--- src/tmr_pkg.sv ---
// shared constants of the 8-bit timer with one compare channel
package tmr_pkg;

  // ==========================================================
  // register map
  localparam int unsigned ADDR_W = 3;
  localparam logic [2:0] REG_CTRL    = 3'h0;
  localparam logic [2:0] REG_CLKSEL  = 3'h1;
  localparam logic [2:0] REG_COUNT   = 3'h2;
  localparam logic [2:0] REG_COMPARE = 3'h3;
  localparam logic [2:0] REG_FLAG    = 3'h4;
  localparam logic [2:0] REG_MASK    = 3'h5;

  // ==========================================================
  // field positions
  localparam int unsigned CTRL_MODE_LSB = 0;
  localparam int unsigned CTRL_COM_LSB  = 4;
  localparam int unsigned CTRL_FORCE    = 7;
  localparam int unsigned FLAG_OVF      = 0;
  localparam int unsigned FLAG_CMP      = 1;

  // ==========================================================
  // reset values
  localparam logic [1:0] MODE_RST  = 2'h0;
  localparam logic [1:0] COM_RST   = 2'h0;
  localparam logic [2:0] CS_RST    = 3'h0;
  localparam logic [7:0] COUNT_RST = 8'h00;
  localparam logic [7:0] CMP_RST   = 8'h00;

  // ==========================================================
  // count limits
  localparam logic [7:0] CNT_BOTTOM = 8'h00;
  localparam logic [7:0] CNT_MAX    = 8'hff;

  // ==========================================================
  // operating modes
  localparam logic [1:0] MODE_NORMAL = 2'h0;
  localparam logic [1:0] MODE_PHASE  = 2'h1;
  localparam logic [1:0] MODE_CTC    = 2'h2;
  localparam logic [1:0] MODE_FAST   = 2'h3;

  // ==========================================================
  // compare output actions
  localparam logic [1:0] COM_NONE   = 2'h0;
  localparam logic [1:0] COM_TOGGLE = 2'h1;
  localparam logic [1:0] COM_CLEAR  = 2'h2;
  localparam logic [1:0] COM_SET    = 2'h3;

  // ==========================================================
  // clock source select codes
  localparam logic [2:0] CS_STOP    = 3'h0;
  localparam logic [2:0] CS_DIV1    = 3'h1;
  localparam logic [2:0] CS_DIV8    = 3'h2;
  localparam logic [2:0] CS_DIV64   = 3'h3;
  localparam logic [2:0] CS_DIV256  = 3'h4;
  localparam logic [2:0] CS_DIV1024 = 3'h5;
  localparam logic [2:0] CS_EXT_FALL = 3'h6;
  localparam logic [2:0] CS_EXT_RISE = 3'h7;
  localparam int unsigned PRESC_W = 10;

endpackage : tmr_pkg

--- src/tmr_clk_sel.sv ---
// clock source selection: prescaler taps and external count input
`timescale 1ns/1ps
`default_nettype none

module tmr_clk_sel #(
  parameter int unsigned PRESC_W = tmr_pkg::PRESC_W
) (
  input  wire logic       clk,
  input  wire logic       sys_rst,
  input  wire logic [2:0] clock_source_select,
  input  wire logic       external_count_input,
  output var  logic       timer_tick
);

  // ==========================================================
  // parameter check
  if (PRESC_W < 10)
  begin : g_bad_width
    $error("prescaler must be at least 10 bits");
  end

  // ==========================================================
  // prescaler and input synchroniser
  logic [PRESC_W-1:0] presc_ff;
  logic               ext_meta_ff;
  logic               ext_sync_ff;
  logic               ext_prev_ff;
  logic               tick_ff;
  logic               nxt_tick;

  wire logic rise_ev = ext_sync_ff & ~ext_prev_ff;
  wire logic fall_ev = ~ext_sync_ff & ext_prev_ff;

  always_ff @(posedge clk)
  begin
    if (sys_rst)
    begin
      presc_ff    <= '0;
      ext_meta_ff <= 1'b0;
      ext_sync_ff <= 1'b0;
      ext_prev_ff <= 1'b0;
    end
    else
    begin
      presc_ff    <= presc_ff + 1'b1;
      ext_meta_ff <= external_count_input;
      ext_sync_ff <= ext_meta_ff;
      ext_prev_ff <= ext_sync_ff;
    end
  end

  always_comb
  begin
    unique case (clock_source_select)
      tmr_pkg::CS_STOP:     nxt_tick = 1'b0;
      tmr_pkg::CS_DIV1:     nxt_tick = 1'b1;
      tmr_pkg::CS_DIV8:     nxt_tick = &presc_ff[2:0];
      tmr_pkg::CS_DIV64:    nxt_tick = &presc_ff[5:0];
      tmr_pkg::CS_DIV256:   nxt_tick = &presc_ff[7:0];
      tmr_pkg::CS_DIV1024:  nxt_tick = &presc_ff[9:0];
      tmr_pkg::CS_EXT_FALL: nxt_tick = fall_ev;
      tmr_pkg::CS_EXT_RISE: nxt_tick = rise_ev;
    endcase
  end

  always_ff @(posedge clk)
  begin
    if (sys_rst)
      tick_ff <= 1'b0;
    else
      tick_ff <= nxt_tick;
  end

  assign timer_tick = tick_ff;

endmodule : tmr_clk_sel

`default_nettype wire

--- src/tmr_timer8.sv ---
// 8-bit timer/counter with one compare channel and register port
`timescale 1ns/1ps
`default_nettype none

module tmr_timer8 (
  input  wire logic       clk,
  input  wire logic       sys_rst,
  input  wire logic [2:0] addr,
  input  wire logic [7:0] wr_data,
  input  wire logic       wr_en,
  input  wire logic       rd_en,
  output var  logic [7:0] rd_data,
  input  wire logic       external_count_input,
  input  wire logic       irq_overflow_ack,
  input  wire logic       irq_compare_ack,
  output var  logic       irq_overflow,
  output var  logic       irq_compare,
  output var  logic       compare_output_pin,
  output var  logic       compare_output_en
);

  // ==========================================================
  // register state
  logic [1:0] mode_ff;
  logic [1:0] com_ff;
  logic [2:0] clock_source_select_ff;
  logic [7:0] count_value_ff;
  logic [7:0] cmp_buf_ff;
  logic [7:0] cmp_act_ff;
  logic       overflow_flag_ff;
  logic       compare_match_flag_ff;
  logic       ovf_mask_ff;
  logic       cmp_mask_ff;
  logic       dir_down_ff;
  logic       block_ff;
  logic       oc_ff;
  logic       oc_en_ff;
  logic       irq_ovf_ff;
  logic       irq_cmp_ff;
  logic [7:0] rd_data_ff;
  logic       sel_tick;

  // ==========================================================
  // address decode
  wire logic wr_ctrl  = wr_en && (addr == tmr_pkg::REG_CTRL);
  wire logic wr_cs    = wr_en && (addr == tmr_pkg::REG_CLKSEL);
  wire logic wr_count = wr_en && (addr == tmr_pkg::REG_COUNT);
  wire logic wr_cmp   = wr_en && (addr == tmr_pkg::REG_COMPARE);
  wire logic wr_flag  = wr_en && (addr == tmr_pkg::REG_FLAG);
  wire logic wr_mask  = wr_en && (addr == tmr_pkg::REG_MASK);

  // ==========================================================
  // clock selection
  // stop when unselected
  tmr_clk_sel #(
    .PRESC_W (tmr_pkg::PRESC_W)
  ) u_clk_sel (
    .clk                  (clk),
    .sys_rst              (sys_rst),
    .clock_source_select  (clock_source_select_ff),
    .external_count_input (external_count_input),
    .timer_tick           (sel_tick)
  );

  wire logic timer_tick = sel_tick && (clock_source_select_ff != tmr_pkg::CS_STOP);

  // ==========================================================
  // sequence decode
  wire logic is_pwm    = (mode_ff == tmr_pkg::MODE_FAST) || (mode_ff == tmr_pkg::MODE_PHASE);
  wire logic is_phase  = (mode_ff == tmr_pkg::MODE_PHASE);
  // double buffer only in pwm modes
  wire logic [7:0] cmp_eff = is_pwm ? cmp_act_ff : cmp_buf_ff;
  wire logic [7:0] top_val = (mode_ff == tmr_pkg::MODE_CTC) ? cmp_eff : tmr_pkg::CNT_MAX;
  wire logic at_bottom = (count_value_ff == tmr_pkg::CNT_BOTTOM);
  wire logic at_max    = (count_value_ff == tmr_pkg::CNT_MAX);
  wire logic at_top    = (count_value_ff == top_val);
  wire logic match     = (count_value_ff == cmp_eff);
  wire logic match_ev  = timer_tick && match && !block_ff;
  wire logic ovf_ev    = timer_tick && (is_phase ? (dir_down_ff && at_bottom) : at_max);
  wire logic force_ev  = wr_ctrl && wr_data[tmr_pkg::CTRL_FORCE] && !is_pwm;

  // ==========================================================
  // counter next value
  logic [7:0] nxt_count_value;
  logic       nxt_dir_down;

  always_comb
  begin
    nxt_count_value = count_value_ff;
    nxt_dir_down    = dir_down_ff;
    if (timer_tick)
    begin
      if (is_phase)
      begin
        if (!dir_down_ff && at_top)
        begin
          nxt_count_value = count_value_ff - 8'h01;
          nxt_dir_down    = 1'b1;
        end
        else if (dir_down_ff && at_bottom)
        begin
          nxt_count_value = count_value_ff + 8'h01;
          nxt_dir_down    = 1'b0;
        end
        else if (dir_down_ff)
          nxt_count_value = count_value_ff - 8'h01;
        else
          nxt_count_value = count_value_ff + 8'h01;
      end
      else if (at_top)
        nxt_count_value = tmr_pkg::CNT_BOTTOM;
      else
        nxt_count_value = count_value_ff + 8'h01;
    end
    if (wr_count)
      nxt_count_value = wr_data;
  end

  // ==========================================================
  // waveform generator
  logic nxt_oc;

  always_comb
  begin
    nxt_oc = oc_ff;
    if (!is_pwm)
    begin
      if (match_ev || force_ev)
      begin
        unique case (com_ff)
          tmr_pkg::COM_NONE:   nxt_oc = oc_ff;
          tmr_pkg::COM_TOGGLE: nxt_oc = ~oc_ff;
          tmr_pkg::COM_CLEAR:  nxt_oc = 1'b0;
          tmr_pkg::COM_SET:    nxt_oc = 1'b1;
        endcase
      end
    end
    else if (is_phase)
    begin
      if (match_ev && com_ff[1])
        nxt_oc = com_ff[0] ^ dir_down_ff;
    end
    else if (com_ff[1])
    begin
      if (match_ev)
        nxt_oc = com_ff[0];
      else if (timer_tick && at_max)
        nxt_oc = ~com_ff[0];
    end
  end

  // ==========================================================
  // flags
  // compare flag set
  wire logic nxt_cmp_flag = match_ev |
    (compare_match_flag_ff & ~irq_compare_ack & ~(wr_flag & wr_data[tmr_pkg::FLAG_CMP]));
  wire logic nxt_ovf_flag = ovf_ev |
    (overflow_flag_ff & ~irq_overflow_ack & ~(wr_flag & wr_data[tmr_pkg::FLAG_OVF]));

  // ==========================================================
  // read mux
  logic [7:0] rd_mux;

  always_comb
  begin
    rd_mux = 8'h00;
    unique case (addr)
      tmr_pkg::REG_CTRL:    rd_mux = {2'h0, com_ff, 2'h0, mode_ff};
      tmr_pkg::REG_CLKSEL:  rd_mux = {5'h00, clock_source_select_ff};
      tmr_pkg::REG_COUNT:   rd_mux = count_value_ff;
      tmr_pkg::REG_COMPARE: rd_mux = cmp_buf_ff;
      tmr_pkg::REG_FLAG:    rd_mux = {6'h00, compare_match_flag_ff, overflow_flag_ff};
      tmr_pkg::REG_MASK:    rd_mux = {6'h00, cmp_mask_ff, ovf_mask_ff};
      default:              rd_mux = 8'h00;
    endcase
  end

  // ==========================================================
  // control registers
  always_ff @(posedge clk)
  begin
    if (sys_rst)
    begin
      mode_ff                <= tmr_pkg::MODE_RST;
      com_ff                 <= tmr_pkg::COM_RST;
      clock_source_select_ff <= tmr_pkg::CS_RST;
      ovf_mask_ff            <= 1'b0;
      cmp_mask_ff            <= 1'b0;
    end
    else
    begin
      if (wr_ctrl)
      begin
        mode_ff <= wr_data[tmr_pkg::CTRL_MODE_LSB +: 2];
        com_ff  <= wr_data[tmr_pkg::CTRL_COM_LSB +: 2];
      end
      if (wr_cs)
        clock_source_select_ff <= wr_data[2:0];
      if (wr_mask)
      begin
        ovf_mask_ff <= wr_data[tmr_pkg::FLAG_OVF];
        cmp_mask_ff <= wr_data[tmr_pkg::FLAG_CMP];
      end
    end
  end

  // ==========================================================
  // counter and compare registers
  // 8-bit count and compare registers, 1-bit direction and match-block bits
  always_ff @(posedge clk)
  begin
    if (sys_rst)
    begin
      count_value_ff <= tmr_pkg::COUNT_RST;
      dir_down_ff    <= 1'b0;
      cmp_buf_ff     <= tmr_pkg::CMP_RST;
      cmp_act_ff     <= tmr_pkg::CMP_RST;
      block_ff       <= 1'b0;
    end
    else
    begin
      count_value_ff <= nxt_count_value;
      dir_down_ff    <= is_phase ? nxt_dir_down : 1'b0;
      if (wr_cmp)
        cmp_buf_ff <= wr_data;
      if (!is_pwm || (timer_tick && at_top))
        cmp_act_ff <= cmp_buf_ff;
      // count write masks next match
      if (wr_count)
        block_ff <= 1'b1;
      else if (timer_tick)
        block_ff <= 1'b0;
    end
  end

  // ==========================================================
  // flags, interrupts, output and read data
  // two sources
  always_ff @(posedge clk)
  begin
    if (sys_rst)
    begin
      overflow_flag_ff      <= 1'b0;
      compare_match_flag_ff <= 1'b0;
      irq_ovf_ff            <= 1'b0;
      irq_cmp_ff            <= 1'b0;
      oc_ff                 <= 1'b0;
      oc_en_ff              <= 1'b0;
      rd_data_ff            <= 8'h00;
    end
    else
    begin
      overflow_flag_ff      <= nxt_ovf_flag;
      compare_match_flag_ff <= nxt_cmp_flag;
      irq_ovf_ff            <= nxt_ovf_flag & ovf_mask_ff;
      irq_cmp_ff            <= nxt_cmp_flag & cmp_mask_ff;
      oc_ff                 <= nxt_oc;
      oc_en_ff              <= (com_ff != tmr_pkg::COM_NONE);
      rd_data_ff            <= rd_en ? rd_mux : 8'h00;
    end
  end

  assign rd_data            = rd_data_ff;
  assign irq_overflow       = irq_ovf_ff;
  assign irq_compare        = irq_cmp_ff;
  assign compare_output_pin = oc_ff;
  assign compare_output_en  = oc_en_ff;

endmodule : tmr_timer8

`default_nettype wire

--- config.mk ---
export PLATFORM = sky130hd
export DESIGN_NAME = tmr_timer8
export DESIGN_NICKNAME = d
export VERILOG_FILES = /design/src/tmr_pkg.sv /design/src/tmr_clk_sel.sv /design/src/tmr_timer8.sv
export SDC_FILE = /design/constraint.sdc
export NUM_CORES = 1
export LEC_CHECK = 0
export ABC_CLOCK_PERIOD_IN_PS = 6200
export BUFFER_PORTS_ARGS = -buffer_cell sky130_fd_sc_hd__buf_2
export CAP_MARGIN = 20
export CORE_MARGIN = 10
export CORE_UTILIZATION = 55
export DETAILED_ROUTE_END_ITERATION = 16
export GPL_TIMING_DRIVEN = 0
export HOLD_SLACK_MARGIN = 0.05
export PLACE_DENSITY_LB_ADDON = 0.2
export SYNTH_ARGS = -nofsm -noshare
export SYNTH_HDL_FRONTEND = slang
export SYNTH_SLANG_ARGS = --single-unit
--- constraint.sdc ---
create_clock -name clk -period 6.2 [get_ports clk]
set_input_delay 0.31 -clock clk [delete_from_list [all_inputs] [get_ports clk]]
set_output_delay 0.31 -clock clk [all_outputs]
set_load 0.01 [all_outputs]
# Yosys cells after proc, flatten, opt, wreduce, memory -nomap -nowiden
# Index checks and enable logic that the tools add are counted.
# totals
register_bits	63
in_bits	18
output_inout_bits	12
elab_cells	137
# classes
addsub	3
eq_ne	25
muxes	24
n_bitwise	23
reduce_logical	40
# ops
operator	count
$mux 8	9
$pmux 8 s6	1
$eq 3x3->1 const B	6
$logic_and 1x1->1	17
$eq 8x8->1	2
$eq 3x2->1 const B	4
$mux 1	12
$add 10x1->10 const B	1
$and 1x1->1	10
$not 1->1	10
$reduce_and 10->1	1
$add 8x1->8 const B	1
$eq 2x2->1 const B	4
$eq 8x8->1 const B	1
$logic_not 8->1	1
$pmux 1 s8	1
$reduce_and 8->1	1
$reduce_bool 2->1	4
$sub 8x1->8 const B	1
$eq 3x1->1 const B	2
$logic_not 3->1	2
$ne 3x2->1 const B	2
$reduce_and 6->1	1
$reduce_and 5->1	1
other kinds (13)	20

# Depth between registers and ports, before layout
# Gate-level depths: netlist of the first run.
# logic_depth
ltp_word	10
mapped_depth	9
depth_no_buf	8

# Cells and area by module
# From an unflattened synthesis of the first run, not the netlist that was laid out.
# unflattened
hier_cells	403
area_unflattened_um2	3344.5
# by_module_without_submodules
module	n_inst	cells_each	area_each_um2	seq_area_each_um2
tmr_timer8	1	344	2766.4	980.9
tmr_clk_sel	1	59	578.1	280.3

# Least setup slack after synthesis of the first run
# OpenSTA, ideal clock, no wires.
# synth_path
kind	reg2reg
startpoint	register mode_ff[0]
endpoint	register oc_ff, in the netlist compare_output_pin
setup_ns	0.057
arrival_ns	2.359
t_required_ns	6.143
setup_slack_ns	3.784
stages_incl_launch_ff	9
n_path_buf	1
period_less_slack_ns	2.416
path_cell_list	dfxtp_1 buf_6 mux2i_1 nor2_1 or4_4 or4_4 xnor2_2 a311oi_1 a21o_1
# synth_between
elab_chain_len	10
elab_cells_between_ends	21
cone_classes	7 x eq/ne; 5 x mux; 9 x reduce/logical
# synth_lines
item	line_no	source
from (decl)	tmr_timer8.sv:24	logic [1:0] mode_ff;
from (signal assigned)	tmr_timer8.sv:184	mode_ff <= tmr_pkg::MODE_RST;
from (signal assigned)	tmr_timer8.sv:194	mode_ff <= wr_data[tmr_pkg::CTRL_MODE_LSB +: 2];
$eq 2x2->1 or $eq 2x1->1 (tied branches)	tmr_timer8.sv:69, tmr_timer8.sv:70	
$logic_or 1x1->1	tmr_timer8.sv:69	wire logic is_pwm = (mode_ff == tmr_pkg::MODE_FAST) || (mode_ff == tmr_pkg::MODE_PHASE);
$mux 8	tmr_timer8.sv:72	wire logic [7:0] cmp_eff = is_pwm ? cmp_act_ff : cmp_buf_ff;
$eq 8x8->1	tmr_timer8.sv:77	wire logic match = (count_value_ff == cmp_eff);
$logic_and 1x1->1 (2 in a row)	tmr_timer8.sv:78	wire logic match_ev = timer_tick && match && !block_ff;
$mux 1	tmr_timer8.sv:145	if (match_ev)
$mux 1	tmr_timer8.sv:143	else if (com_ff[1])
$mux 1	tmr_timer8.sv:138	else if (is_phase)
$mux 1	tmr_timer8.sv:126	if (!is_pwm)
to (signal assigned)	tmr_timer8.sv:257	oc_ff <= nxt_oc;
to (decl)	tmr_timer8.sv:36	logic oc_ff;
# Several ways; a longest one is shown, not always the timed one. The select of a mux whose other input is x is not followed.
# A chain may end at the register's enable or synchronous reset.

# Worst setup path in the final report of the first run
# Ends and elaborated chain as after synthesis.

==> flow_metrics.env, run 1 <==
export IMPL_clock_sinks=63
export IMPL_drtPass1Iterations=5
export IMPL_numCtsBuffers=9
export IMPL_drc=0
export IMPL_hold_viol=0
export IMPL_cts_tree="done"
export IMPL_antenna_found_initial=0
export IMPL_grt_pass1_vias=3110
export IMPL_num_nets_final=475
export IMPL_row_count=28
export IMPL_worstPathArrival_ps=2900
export IMPL_fin_cells=532
export IMPL_area_growth_pct=13.64
export IMPL_synth_commonest_cells="dfxtp_1 (63), nor2_1 (59), nand2_1 (33), a21oi_1 (29), mux2i_1 (28)"
export IMPL_synth_edf_count=0
export IMPL_final_min_clock_period_ps=2603
export IMPL_synth_yosys_seq_area_share_pct=36.76
export IMPL_die_y_um=98.98
export IMPL_place_congestion=0.9983
export IMPL_timing_final_setup_violations=0
export IMPL_grt_max_degree=13
export IMPL_track_usage_pct=19.73
export IMPL_grt_ovfl_total=0
export IMPL_cts_resized=0
export IMPL_synthDominantCellAreaShare_pct=36.76
export IMPL_cts_hold_buf=0
export IMPL_routed_wl_um=9687
export IMPL_crit_slowest_cell="or4_4"
export IMPL_dp_cells=515
export IMPL_drv_cap=0
export IMPL_clk_pin_slew_ps=80
export IMPL_outcome="finished, final reports clean"
export IMPL_skew_ps=10.08
export IMPL_async_flop_share_pct=0
export IMPL_fp_coreArea_um2=5991
export IMPL_dp_hpwl_um=7151
export IMPL_fin_tns_setup_ps=0
export IMPL_p_leak_nw=1.483
export IMPL_cts_root_buffer="clkbuf_8"
export IMPL_drive_gt1_share_pct=14.44
export IMPL_crit_chain="buf_6 -> mux2i_1 -> nor2_1 -> or4_4 -> or4_4 -> xnor2_2 -> a311oi_1 -> a21o_1"
export IMPL_viasPerCell=6.252
export IMPL_worstSetupPathType="reg -> reg"
export IMPL_htree_levels=3
export IMPL_hp_class="in -> reg"
export IMPL_critPathCaptureType="flop"
export IMPL_fp_dieArea_um2=9797
export IMPL_slew_headroom_pct=49.55
export IMPL_synth_cells=412
export IMPL_fillers=550
export IMPL_worst_path_max_fanout=8
export IMPL_synth_net_count=435
export IMPL_avgSynthCellArea_um2=8.327
export IMPL_cp_top_family="simple AND/OR/NAND/NOR gates"
export IMPL_synth_cell_types=62
export IMPL_cpPeakStageDelay_ps=590
export IMPL_path_common_cell="or4_4"
export IMPL_grt_first_pass_wirelength_um=15850
export IMPL_clock_latency_ps=350
export IMPL_start_util_pct=57.27
export IMPL_die_x_um=98.98
export IMPL_setup_slack_ps=3597
export IMPL_antennaDiodeCount=0
export IMPL_ir_drop_mv=0.1717
export IMPL_numPortBuffers=28
export IMPL_drtIter0Drc=362
export IMPL_timing_critical_path_buf_inv=1
export IMPL_slew_viol_final=0
export IMPL_ys_warn_count=0
export IMPL_yosys_area_top_type="dfxtp_1"
export IMPL_place_ws_ps=3625
export IMPL_yosys_top_cells_area="dfxtp_1 (37%), mux2i_1 (8.2%), nor2_1 (6.5%)"
export IMPL_fin_util_pct=65.08
export IMPL_synth_most_common_cell="dfxtp_1"
export IMPL_clk_path_buf_depth=2
export IMPL_cp_required_ps=6500
export IMPL_worstMarginPinSlew_ps=754.3
export IMPL_num_vias=3326
export IMPL_postCtsSetupRepairBufs=0
export IMPL_final_antenna_net_count=0
export IMPL_rsz0062_at_grt="no"
export IMPL_total_power_mw=0.9118
export IMPL_boundaryPins=30
export IMPL_fmax_mhz=384.1
export IMPL_synth_main_ff_cell="dfxtp_1"
export IMPL_min_period_over_period_pct=41.99
export IMPL_synthesis_area_um2=3431
export IMPL_wl_per_cell_um=18.21
export IMPL_startpoint_type="flop"
export IMPL_power_density_nw_per_um2=233.9
export IMPL_ys_seq_elements=63
[stage by stage]
step                      hold WS, ps  instance area, um2
after CTS                       168.7                3894
after global placement          424.4                3665
after floorplan                 413.8                3431
after global routing            195.3                3899
final                           175.8                3899
after detailed placement        442.3                3665
[cells in the final DEF (no fill, tap or decap), types with 6 or more instances in the layout]
master / count
nand3b_1: 6
nand4_1: 6
buf_2: 34
mux2i_1: 28
dfxtp_1: 63
o21ai_0: 14
a211oi_1: 6
nand3_1: 11
clkbuf_1: 17
and3_1: 8
xor2_1: 6
clkbuf_8: 11
a21oi_1: 29
inv_1: 8
nor2_1: 59
a22oi_1: 10
nor2b_1: 8
nand2_1: 33
nor3_1: 6
[final cells by class]
class | count | area, um2 | share of cell area, %
multi-input cells | 312 | 1996 | 51.19
flip-flops and latches | 63 | 1261 | 32.35
repair buffers | 29 | 145.1 | 3.723
plain buffers | 29 | 143.9 | 3.691
clock buffers | 10 | 137.6 | 3.530
well taps | 75 | 93.84 | 2.407
clock inverters | 6 | 91.34 | 2.343
inverters | 8 | 30.03 | 0.7702
[cells by family (layout without fill, tap and decap cells)]
group           after synthesis  in the layout  share of synthesized area, %
compound gates              100            100                         20.50
xor+xnor                     10             10                         2.772
fa+ha+maj                     5              5                         1.823
buf+inv                      37             82                         5.069
flops                        63             63                         36.76
mux                          32             32                         9.482
simple gates                165            165                         23.60
[path summary, 6_finish.rpt]
path | cells past startpoint | slack, ps | end | start
setup / recovery | 8 | 3600 | compare_output_pin | mode_ff[0]
hold / removal | 2 | 180 | u_clk_sel.ext_meta_ff | external_count_input
setup reg to reg | 8 | 3600 | compare_output_pin | mode_ff[0]
hold reg to reg | 1 | 450 | u_clk_sel.ext_sync_ff | u_clk_sel.ext_meta_ff
[state kept, by name (all words and copies together) (netlist names), 2 cells and up]
| register | count |
|---|---|
| com_ff | 2 |
| count_value_ff | 8 |
| cmp_act_ff | 8 |
| cmp_buf_ff | 8 |
| rd_data | 8 |
| mode_ff | 2 |
| u_clk_sel.presc_ff | 10 |
| clock_source_select_ff | 3 |
[power breakdown]
| part | leakage, nW | internal [mW] | switching (mW) |
|---|---|---|---|
| clock | 0.105 | 0.239 | 0.177 |
| sequential | 0.510 | 0.412 | 0.00599 |
| combinational | 0.868 | 0.0281 | 0.0505 |
[routing by layer]
layer / vias to the layer above / GRT usage (%) / share of wire, %
met1: 1583 / 25.34 / 44
met4: 0 / 8.820 / 2.9
li1: 1564 / - / -
met2: 151 / 31.01 / 46
met3: 28 / 4.050 / 7.6
met5: - / 0 / 0
Power figures use the tool's default switching activity.
==> run 2, diff against run 1 <==
Settings changed: ABC_CLOCK_PERIOD_IN_PS 6200 to 2700.
Clock period 6.2 ns to 2.7 ns, I/O delays scaled along.
==> run 2 against run 1 <==
  * Setup slack worse by 3500 ps
  * Clock skew is 1.9 ps higher
  * Clock-buffer cell count stayed put
  * Total power is 130% higher
  * Final cell count is 0.94% higher
  * Sequential share of layout area is 0.52 points lower
  * Routed wire length is 1.1% higher
  * Global-route usage is 0.072 points higher
  * Critical path depth is 2 higher
  * Register-to-register slack worse by 3500 ps
  * Die area stayed put
  * Clock power is 130% higher
  * Largest cell class unchanged
==> flow_metrics.env, run 2 (synthesized netlist as in run 1, its figures left out) <==
export IMPL_drtPass1Iterations=5
export IMPL_drv_cap=0
export IMPL_clk_pin_slew_ps=80
export IMPL_fmax_mhz=384.0
export IMPL_final_antenna_net_count=0
export IMPL_numCtsBuffers=9
export IMPL_timing_final_setup_violations=0
export IMPL_grt_first_pass_wirelength_um=15900
export IMPL_drtIter0Drc=355
export IMPL_critPathCaptureType="flop"
export IMPL_final_cell_mix="dfxtp_1 (63), nor2_1 (59), buf_2 (34)"
export IMPL_place_ws_ps=124.9
export IMPL_routed_wl_um=9790
export IMPL_viasPerCell=6.222
export IMPL_fin_cells=537
export IMPL_die_y_um=98.98
export IMPL_ir_drop_mv=0.3951
export IMPL_worst_path_max_fanout=10
export IMPL_skew_ps=11.94
export IMPL_p_leak_nw=1.508
export IMPL_cts_root_buffer="clkbuf_8"
export IMPL_worstMarginPinSlew_ps=765.6
export IMPL_rsz0062_at_grt="yes"
export IMPL_slew_headroom_pct=48.79
export IMPL_cp_required_ps=2920
export IMPL_drc=0
export IMPL_antenna_found_initial=0
export IMPL_hold_slack_ps=63.59
export IMPL_boundaryPins=30
export IMPL_htree_levels=3
export IMPL_power_density_nw_per_um2=531.0
export IMPL_seqCellArea_um2=1261
export IMPL_worstSetupPathType="reg -> reg"
export IMPL_grt_ovfl_total=0
export IMPL_outcome="finished, final reports clean"
export IMPL_antennaDiodeCount=0
export IMPL_area_growth_pct=15.50
export IMPL_clk_path_buf_depth=2
export IMPL_total_power_mw=2.104
export IMPL_clock_latency_ps=350
export IMPL_startpoint_type="flop"
export IMPL_slew_viol_final=0
export IMPL_start_util_pct=57.27
export IMPL_fillers=540
export IMPL_fp_dieArea_um2=9797
export IMPL_worstPathArrival_ps=2820
export IMPL_final_min_clock_period_ps=2604
export IMPL_hp_class="in -> reg"
export IMPL_fin_tns_setup_ps=0
export IMPL_min_period_over_period_pct=96.45
export IMPL_num_vias=3341
export IMPL_grt_max_degree=13
export IMPL_wl_per_cell_um=18.23
export IMPL_drive_gt1_share_pct=15.15
export IMPL_dp_cells=515
export IMPL_clock_sinks=63
export IMPL_setup_slack_ps=95.76
export IMPL_num_nets_final=480
export IMPL_largest_register_ffs=10
export IMPL_layout_commonest_cell="dfxtp_1"
export IMPL_final_cell_area_um2=3963
export IMPL_numPortBuffers=28
export IMPL_cts_tree="done"
export IMPL_dpl_instance_area_um2=3665
export IMPL_fin_util_pct=66.14
export IMPL_hold_viol=0
export IMPL_die_x_um=98.98
export IMPL_row_count=28
export IMPL_place_congestion=0.9983
export IMPL_r2r_slack_ps=100
export IMPL_top_register="u_clk_sel.presc_ff"
export IMPL_fp_coreArea_um2=5991
export IMPL_grt_pass1_vias=3139
export IMPL_dp_hpwl_um=7151
export IMPL_multiInputGateArea_um2=2012
export IMPL_track_usage_pct=19.80
==> run 2: cell types whose count changed in the layout (fill, tap and decap cells not counted), sizes merged <==
| cell | before | now |
|---|---|---|
| buf | 40 | 41 |
| dlygate4sd3 | 0 | 4 |
==> run 2: per-layer routing <==
metal	vias up	share of wire (%)	GRT usage (%)
met4	0	2.8	8.820
li1	1574	-	-
met2	157	46	31.31
met3	27	7.4	3.911
met1	1583	44	25.38
met5	-	0	0
==> run 2: area by class of cell <==
type	count	share of cell area, %
tap	75	2.368
inverter	8	0.7578
timing repair buffer	34	4.863
buffer	29	3.631
sequential	63	31.83
clock buffer	10	3.473
clock inverter	6	2.305
multi-input combinational	312	50.77
==> run 2: where the power goes <==
part	switching [mW]	internal [mW]	leakage, nW
registers	0.0140	0.946	0.510
logic	0.119	0.0725	0.893
clock network	0.405	0.548	0.105
total	0.538	1.57	1.51
==> run 2: final timing paths <==
| check | start | endpoint | depth (start not counted) |
|---|---|---|---|
| hold reg to reg | u_clk_sel.ext_meta_ff | u_clk_sel.ext_sync_ff | 1 |
| setup / recovery | mode_ff[0] | count_value_ff[7] | 10 |
| hold / removal | wr_data[2] | cmp_buf_ff[2] | 3 |
| setup reg to reg | mode_ff[0] | count_value_ff[7] | 10 |
==> run 2: timing repair <==
| item | 4_1_cts | 5_1_grt |
|---|---|---|
| setup endpoints to repair | 0 | 2 |
| hold buffers | 4 | 0 |
| endpoints found under the hold margin | 5 | 0 |
| gates resized for setup | 0 | 3 |
| buffers inserted | 0 | 1 |
==> run 2: critical path: stages, from the launching register on <==
cell	delay, ps
dfxtp_1	340
buf_6	160
clkbuf_8	190
mux2i_1	100
a22oi_1	240
nand4_1	250
buf_4	220
a2111oi_4	440
a21oi_1	120
a221oi_1	300
o31ai_1	110
